===== config.mk =====
export PLATFORM = sky130hd
export DESIGN_NAME = eeprom_host
export DESIGN_NICKNAME = d
export VERILOG_FILES = /design/src/core/eeprom_host_pkg.sv /design/src/core/eeprom_host.sv
export VERILOG_INCLUDE_DIRS = /design/src /design/src/core
export SDC_FILE = /design/constraint.sdc
export NUM_CORES = 1
export LEC_CHECK = 0
export ABC_AREA = 1
export BUFFER_PORTS_ARGS = -buffer_cell sky130_fd_sc_hd__clkbuf_2
export CAP_MARGIN = 5
export CORE_MARGIN = 5
export CORE_UTILIZATION = 35
export CTS_BUF_LIST = sky130_fd_sc_hd__clkbuf_8 sky130_fd_sc_hd__clkbuf_16
export CTS_CLUSTER_SIZE = 28
export DETAILED_ROUTE_END_ITERATION = 10
export GPL_TIMING_DRIVEN = 0
export PLACE_DENSITY = 0.62
export SLEW_MARGIN = 15
export SYNTH_ARGS = -nofsm -noshare
export SYNTH_HDL_FRONTEND = slang
export SYNTH_SLANG_ARGS = --single-unit

===== constraint.sdc =====
create_clock -name ref_clk_i -period 7.48 [get_ports ref_clk_i]
set_input_delay 1.122 -clock ref_clk_i [delete_from_list [all_inputs] [get_ports ref_clk_i]]
set_output_delay 1.122 -clock ref_clk_i [all_outputs]
set_load 0.01 [all_outputs]

===== src/core/eeprom_host_defs.svh =====
// Timing and layout constants for the byte-wide EEPROM host controller.
`ifndef EEPROM_HOST_DEFS_SVH
`define EEPROM_HOST_DEFS_SVH
`define CLK_PERIOD_NS      20
`define ADDR_W             11
`define DATA_W             8
`define PAGE_LSB_W         4
`define POLL_BIT           7
`define STROBE_NS          100
`define STROBE_CYC         ((`STROBE_NS + `CLK_PERIOD_NS - 1) / `CLK_PERIOD_NS)
`define ACCESS_NS          200
`define ACCESS_CYC         ((`ACCESS_NS + `CLK_PERIOD_NS - 1) / `CLK_PERIOD_NS)
`define PAGE_GAP_US        20
`define PAGE_GAP_CYC       ((`PAGE_GAP_US * 1000) / `CLK_PERIOD_NS)
`define PROG_MAX_MS        10
`define PROG_MAX_CYC       ((`PROG_MAX_MS * 1000000) / `CLK_PERIOD_NS)
`endif


===== src/core/eeprom_host_pkg.sv =====
// Types shared by the byte-wide EEPROM host controller.
`default_nettype none
package eeprom_host_pkg;
    typedef struct packed {
        logic        valid;
        logic        write;
        logic        last;
        logic [10:0] addr;
        logic [7:0]  wdata;
    } host_req_t;

    typedef struct packed {
        logic       done;
        logic       timeout;
        logic [7:0] rdata;
    } host_rsp_t;

    typedef struct packed {
        logic        cs_n;
        logic        oe_n;
        logic        we_n;
        logic [10:0] byte_address_lines;
        logic [7:0]  dout;
        logic        doe;
    } mem_pins_t;
endpackage
`default_nettype wire


===== src/core/eeprom_host.sv =====
// Host controller driving a byte-wide EEPROM through its pins.
// ----------------------------------------------------------------
// Notes on behaviour
// - Read holds select and output-enable low, strobe high; lifting either ends it.
// - Write starts only with select and strobe low, output-enable high.
// - After the first byte, up to fifteen more bytes join one page.
// - Address bits four to ten stay equal across one page.
// - Next strobe fall of a page comes within 20 us of the last.
// - Output-enable low, strobe high or select high block writes.
// - Select is the per-device line; output-enable and strobe are shared.
// ----------------------------------------------------------------
`timescale 1ns/10ps
`default_nettype none
`include "eeprom_host_defs.svh"

module eeprom_host #(
    parameter int unsigned PAGE_GAP_CYC = `PAGE_GAP_CYC,
    parameter int unsigned PROG_MAX_CYC = `PROG_MAX_CYC
) (
    // Clock and reset.
    input  wire logic                      ref_clk_i,
    input  wire logic                      srst_i,
    // User request and answer.
    input  wire eeprom_host_pkg::host_req_t req_i,
    output logic                           req_ready_o,
    output eeprom_host_pkg::host_rsp_t     rsp_o,
    // Memory pins.
    output eeprom_host_pkg::mem_pins_t     pins_o,
    input  wire logic [7:0]                bidir_byte_lines_i
);
    import eeprom_host_pkg::*;

    // ----------------------------------------------------------------
    // State
    // ----------------------------------------------------------------
    typedef enum logic [6:0] {
        S_IDLE   = 7'b000_0001,
        S_RD     = 7'b000_0010,
        S_WSET   = 7'b000_0100,
        S_WLOW   = 7'b000_1000,
        S_WHIGH  = 7'b001_0000,
        S_PAGE   = 7'b010_0000,
        S_POLL   = 7'b100_0000
    } fsm_t;

    typedef struct packed {
        fsm_t        fsm;
        logic [31:0] cnt;
        logic [31:0] gap;
        logic [3:0]  nbytes;
        logic [6:0]  page;
        logic        wlast;
        logic [7:0]  lastdat;
        logic [10:0] lastadr;
        host_rsp_t   rsp;
        mem_pins_t   pins;
    } state_t;

    state_t s_q;
    state_t s_d;

    localparam int unsigned STROBE_CYC = `STROBE_CYC;
    localparam int unsigned ACCESS_CYC = `ACCESS_CYC;

    // A page may take a new byte only in the page state and within the same upper address.
    function automatic logic same_page(input logic [10:0] a, input logic [6:0] p);
        same_page = (a[10:`PAGE_LSB_W] == p);
    endfunction

    // A page byte is only offered while its strobe can still fall inside the gap limit.
    assign req_ready_o = (s_q.fsm == S_IDLE) ||
                         ((s_q.fsm == S_PAGE) && req_i.write && same_page(req_i.addr, s_q.page)
                          && (s_q.gap + 32'(STROBE_CYC) + 32'd4 < PAGE_GAP_CYC));
    assign rsp_o  = s_q.rsp;
    assign pins_o = s_q.pins;

    always_comb begin
        s_d = s_q;
        s_d.rsp.done = 1'b0;
        s_d.rsp.timeout = 1'b0;
        s_d.cnt = s_q.cnt + 32'h0000_0001;
        s_d.gap = s_q.gap + 32'h0000_0001;
        unique case (s_q.fsm)
            S_IDLE: begin
                // Select high keeps the device in standby between operations.
                s_d.pins.cs_n = 1'b1;
                s_d.pins.oe_n = 1'b1;
                s_d.pins.we_n = 1'b1;
                s_d.pins.doe  = 1'b0;
                if (req_i.valid) begin
                    s_d.pins.byte_address_lines = req_i.addr;
                    s_d.cnt = 32'h0000_0000;
                    if (req_i.write) begin
                        s_d.pins.dout = req_i.wdata;
                        s_d.page      = req_i.addr[10:`PAGE_LSB_W];
                        s_d.nbytes    = 4'h0;
                        s_d.wlast     = req_i.last;
                        s_d.pins.cs_n = 1'b0;
                        s_d.pins.doe  = 1'b1;
                        s_d.fsm       = S_WSET;
                    end else begin
                        s_d.pins.cs_n = 1'b0;
                        s_d.pins.oe_n = 1'b0;
                        s_d.fsm       = S_RD;
                    end
                end
            end
            S_RD, S_POLL: begin
                if (s_q.cnt >= 32'(ACCESS_CYC)) begin
                    s_d.pins.cs_n = 1'b1;
                    s_d.pins.oe_n = 1'b1;
                    s_d.cnt = 32'h0000_0000;
                    if (s_q.fsm == S_RD) begin
                        s_d.rsp.rdata = bidir_byte_lines_i;
                        s_d.rsp.done  = 1'b1;
                        s_d.fsm       = S_IDLE;
                    end else if (bidir_byte_lines_i[`POLL_BIT] == s_q.lastdat[`POLL_BIT]) begin
                        // Bit seven equal to bit seven of the last written byte means programming is over.
                        s_d.rsp.rdata = bidir_byte_lines_i;
                        s_d.rsp.done  = 1'b1;
                        s_d.fsm       = S_IDLE;
                    end else if (s_q.gap >= PROG_MAX_CYC) begin
                        s_d.rsp.timeout = 1'b1;
                        s_d.rsp.done    = 1'b1;
                        s_d.fsm         = S_IDLE;
                    end
                end else if (s_q.cnt == 32'h0000_0001) begin
                    s_d.pins.cs_n = 1'b0;
                    s_d.pins.oe_n = 1'b0;
                end
            end
            S_WSET: begin
                // Strobe falls after select so the address is stable at the latch edge.
                s_d.pins.we_n = 1'b0;
                s_d.gap = 32'h0000_0000;
                s_d.cnt = 32'h0000_0000;
                s_d.fsm = S_WLOW;
            end
            S_WLOW: begin
                // A long strobe keeps well clear of the device's glitch filter.
                if (s_q.cnt >= 32'(STROBE_CYC)) begin
                    s_d.pins.we_n = 1'b1;
                    s_d.cnt = 32'h0000_0000;
                    s_d.fsm = S_WHIGH;
                end
            end
            S_WHIGH: begin
                s_d.pins.cs_n = 1'b1;
                s_d.pins.doe  = 1'b0;
                s_d.lastdat   = s_q.pins.dout;
                s_d.lastadr   = s_q.pins.byte_address_lines;
                s_d.nbytes    = s_q.nbytes + 4'h1;
                s_d.fsm       = s_q.wlast ? S_POLL : S_PAGE;
                s_d.cnt       = 32'h0000_0000;
                if (s_q.wlast) begin
                    s_d.pins.byte_address_lines = s_q.pins.byte_address_lines;
                end
            end
            S_PAGE: begin
                // The page closes on its own once the gap limit would be missed.
                if (req_ready_o && req_i.valid) begin
                    s_d.pins.byte_address_lines = req_i.addr;
                    s_d.pins.dout = req_i.wdata;
                    s_d.wlast     = req_i.last || (s_q.nbytes == 4'hF);
                    s_d.pins.cs_n = 1'b0;
                    s_d.pins.doe  = 1'b1;
                    s_d.fsm       = S_WSET;
                end else if (s_q.gap + 32'(STROBE_CYC) + 32'd4 >= PAGE_GAP_CYC) begin
                    s_d.pins.byte_address_lines = s_q.lastadr;
                    s_d.cnt = 32'h0000_0000;
                    s_d.fsm = S_POLL;
                end
            end
            default: s_d.fsm = S_IDLE;
        endcase
        if (s_q.fsm == S_POLL || s_q.fsm == S_RD) begin
            s_d.pins.we_n = 1'b1;
        end
    end

    always_ff @(posedge ref_clk_i) begin
        if (srst_i) begin
            s_q <= '0;
            s_q.fsm <= S_IDLE;
            s_q.pins.cs_n <= 1'b1;
            s_q.pins.oe_n <= 1'b1;
            s_q.pins.we_n <= 1'b1;
        end else begin
            s_q <= s_d;
        end
    end

    // ----------------------------------------------------------------
    // Assertions
    // ----------------------------------------------------------------
    property p_rd_ctrl;
        @(posedge ref_clk_i) disable iff (srst_i)
        (!pins_o.oe_n) |-> (pins_o.we_n && !pins_o.doe);
    endproperty
    a_rd_ctrl: assert property (p_rd_ctrl) else $error("read with strobe or drive");

    property p_wr_ctrl;
        @(posedge ref_clk_i) disable iff (srst_i)
        (!pins_o.we_n) |-> (!pins_o.cs_n && pins_o.oe_n && pins_o.doe);
    endproperty
    a_wr_ctrl: assert property (p_wr_ctrl) else $error("bad write control");

    property p_addr_stable;
        @(posedge ref_clk_i) disable iff (srst_i)
        (!pins_o.we_n && $past(!pins_o.we_n)) |-> $stable(pins_o.byte_address_lines);
    endproperty
    a_addr_stable: assert property (p_addr_stable) else $error("address moved");

    property p_data_hold;
        @(posedge ref_clk_i) disable iff (srst_i)
        $rose(pins_o.we_n) |-> (pins_o.doe && $stable(pins_o.dout));
    endproperty
    a_data_hold: assert property (p_data_hold) else $error("data not held");

    property p_strobe_len;
        @(posedge ref_clk_i) disable iff (srst_i)
        $fell(pins_o.we_n) |-> !pins_o.we_n [*3];
    endproperty
    a_strobe_len: assert property (p_strobe_len) else $error("strobe too short");

    property p_page_same;
        @(posedge ref_clk_i) disable iff (srst_i)
        $fell(pins_o.we_n) |-> same_page(pins_o.byte_address_lines, s_q.page);
    endproperty
    a_page_same: assert property (p_page_same) else $error("page changed");

    property p_gap;
        @(posedge ref_clk_i) disable iff (srst_i)
        ($fell(pins_o.we_n) && $past(s_q.nbytes) != 4'h0) |-> ($past(s_q.gap) < PAGE_GAP_CYC);
    endproperty
    a_gap: assert property (p_gap) else $error("page gap exceeded");

    property p_no_write_in_poll;
        @(posedge ref_clk_i) disable iff (srst_i)
        (s_q.fsm == S_POLL) |-> pins_o.we_n;
    endproperty
    a_no_write_in_poll: assert property (p_no_write_in_poll) else $error("write during poll");

    c_read:  cover property (@(posedge ref_clk_i) s_q.fsm == S_RD ##1 s_q.fsm == S_IDLE);
    c_page:  cover property (@(posedge ref_clk_i) s_q.fsm == S_PAGE ##1 s_q.fsm == S_WSET);
    c_close: cover property (@(posedge ref_clk_i) s_q.fsm == S_PAGE ##1 s_q.fsm == S_POLL);
    c_tmo:   cover property (@(posedge ref_clk_i) rsp_o.timeout);
endmodule
`default_nettype wire


==> results by group <==
Pwr
  – Switching power: 0.854 mW
  – Pwr Density: 276 nW/um^2
  – Sw Ratio: 0.354
  – Leak: 3.58 nW
  – P_int: 1.56 mW
  – Gate power share: 0.312
  – Clock power share: 0.359
  – Reg power frac: 0.329
  – Maximum VDD drop: 0.000137 V

Logic synthesis
  – Syn Area/Cell: 6.64 um^2
  – Yosys top cell area share: 0.344
  – Synth area leader: dfxtp_1
  – Seq/Total Area, Yosys: 0.344
  – Synth top area cells: dfxtp_1 (34%), nand2_1 (12%), nor2_1 (7.8%)
  – Ys async rst share: 0
  – Post-synth EDFFs: 0
  – Yosys reg bits: 128
  – Yosys cell types: 39
  – Cell area after synthesis: 7450 um^2
  – Post-Syn Instances: 1122
  – Syn_nets: 1161
  – YS warnings: 0
  – Synth Flop Type: dfxtp_1

Placed design
  – Port buffer count: 64
  – Post-Place Setup Slack: 3.82 ns
  – GPL Wtd Cong: 0.931
  – Detailed Place HPWL: 14900 um

Detailed routing
  – Number of routed nets with antenna violations: 0
  – Number of DRC markers in iteration 0: 438
  – Post-DR wirelength/cell: 13.1 um
  – Detailed-route via count: 7230
  – Drt via density: 4.84
  – Drt first pass iters: 5
  – Post-detailed-routing wire length: 19600 um
  – DRC viols: 0

Floorplan
  – Starting Density: 0.355
  – Die X: 156 um
  – Die area: 24300 um^2
  – Core ar.: 21000 um^2
  – I/O Pins: 66
  – Row cnt: 53
  – Die Y: 156 um

Clock tree
  – Postcts setup bufs: 0
  – Clk Latency, worst-skew pair: 0.42 ns
  – Number of H-tree levels: 4
  – Worst-path clk slew: 0.06 ns
  – Bufs on Longest Clock Path: 2
  – CTS tree: yes
  – Clk sink count: 128
  – Clk root buf: clkbuf_16
  – Post-CTS Hold Fix Bufs: 0
  – CTS resizes: 0
  – TritonCTS Buffers: 17

STA
  – Rel. slew slack: 0.401
  – Fin crit share: 0.549
  – Setup TNS Final: 0 ns
  – RSZ-0062 raised after global routing: false
  – Final setup violation count: 0
  – Final worst path period need: 4.11 ns
  – Worst-Margin Slew: 0.890 ns
  – Post-route setup slack: 3.37 ns
  – Final setup skew: 0.00983 ns
  – Final count of hold timing violations: 0
  – Fmax: 244 MHz
  – Slew Limit Fails: 0

Layout
  – Share of layout cells above drive strength 1: 0.153
  – FF/Latch Area: 2560 um^2
  – Final nets: 1244
  – Ant diodes: 0
  – # fillers: 2228
  – Area occupied by multi-input gates: 3960 um^2
  – P&R area growth vs syn: 17.1%

Run
  – # Max-Cap Violations: 0

Global route
  – GRT overflow: 0
  – First-pass GRT wire length: 32300 um
  – Number of global-route vias before repair: 6780
  – Largest net degree at the start of global routing: 17
  – Total GRT Usage: 0.163
  – Initial antenna violation count: 0

Worst setup path
  – Setup Crit Path Kind: reg -> out
  – CP peak stage delay: 0.39 ns
  – Crit path arrival time: 2.98 ns
  – Crit path max fanout: 10
  – CP max stage cell: buf_1
  – WP data required: 6.36 ns
  – CP endpoint kind: output port
  – CP cell instances: nor2_1 -> inv_1 -> nor2_1 -> nand4_1 -> inv_1 -> buf_2 -> buf_1 -> nand3_1 -> o21ai_0 -> clkbuf_2
  – CP Launch Type: register

Status
  – Status: completed

Hold path
  – HP Class: reg -> reg
worst max-delay path: cells and delay by family (launching register included):
| kind | cells | cell delay (ns) |
|---|---|---|
| AND/OR/NAND/NOR | 4 | 0.81 |
| AO/OA/AOI/OAI | 1 | 0.27 |
| buffers and inverters | 5 | 1.15 |
| flip-flops | 1 | 0.35 |
layout make-up:
cell class,instances,area share
inverters,142,0.0611
well taps,275,0.0394
flip-flops and latches,128,0.294
repair buffers,64,0.0367
multi-input cells,788,0.454
plain buffers,64,0.0454
clock buffers,17,0.0487
clock inverters,15,0.0212
registers in the layout, indices dropped and copies added, names as in the netlist:
register / flops
pins_o: 23
s_q: 95
rsp_o: 10
cell usage after synthesis (2+ instances only):
library cell / number
ha_1: 7
nand2_4: 3
dfxtp_1: 128
nand3_1: 103
inv_1: 140
nor2_4: 16
nor3b_1: 6
nand4_1: 33
buf_4: 33
buf_2: 7
xnor2_1: 8
xor2_1: 26
nand3_2: 2
o211ai_1: 3
nor3_1: 19
nor2_8: 2
or2_2: 5
a21oi_1: 64
buf_1: 2
nor4_1: 21
o21ai_0: 57
nor2_1: 154
nor2_2: 9
clkbuf_1: 20
nand2_1: 230
clkinv_1: 2
nand2_2: 10
worst paths after layout:
path         startpoint          end  slack, ns  depth (start not counted)
min            rsp_o[2]     rsp_o[2]       0.46                          2
max reg2reg     s_q[64]    pins_o[8]       4.55                         18
max            s_q[129]  req_ready_o       3.37                         10
min reg2reg    rsp_o[2]     rsp_o[2]       0.46                          2
cell usage in the layout, fill, tap and decap left out, drive strengths merged:
cell and count:
o22ai 1, nand3 105, bufinv 3, xor2 27
nand4 33, inv 146, o21a 1, ha 7
nand3b 1, nor4 22, or2 5, buf 44
nand2 243, a31oi 1, a311oi 1, o311ai 1
dfxtp 128, nor3b 6, nor3 19, nor2 181
xnor2 8, clkbuf 101, a32oi 1, o211ai 3
a21oi 64, a22oi 1, clkinv 8, o21ai 57
cell families after synthesis:
kind of cell	count (synthesis)	share of synthesized area
AOI/OAI and AO/OA	131	0.0915
xor gates and xnor gates	35	0.0421
adders and majority gates	7	0.0117
buffers and inverters	206	0.125
DFF	128	0.344
and+or+nand+nor	615	0.386
metrics by stage:
step | util | instances | hold slack [ns] | total power [mW] | area, um^2
after floorplan | - | 1122 | 0.433 | 1.36 | 7450
after global placement | 0.386 | 1461 | 0.448 | 1.56 | 8120
after detailed placement | 0.386 | 1461 | 0.454 | 1.57 | 8120
after CTS | 0.415 | 1493 | 0.464 | 2.44 | 8730
after global routing | 0.415 | 1493 | 0.485 | 2.56 | 8730
final | 0.415 | 1493 | 0.464 | 2.41 | 8730
power groups by stage:
stage | Combinational (mW) | Sequential [mW] | Clock [mW]
finish | 0.752 | 0.793 | 0.865
global route | 0.845 | 0.801 | 0.914
CTS | 0.761 | 0.793 | 0.883
detailed placement | 0.758 | 0.808 | 0
global placement | 0.752 | 0.806 | 0
floorplan | 0.568 | 0.795 | 0
layer usage:
metal	up-vias	GRT usage	routed length (um)
met3	36	0.0322	1150
met4	0	0.0604	398
li1	3766	-	-
met2	182	0.249	8650
met5	-	0	0
met1	3246	0.227	9410
Note: power is estimated with default switching activity, not from simulation.
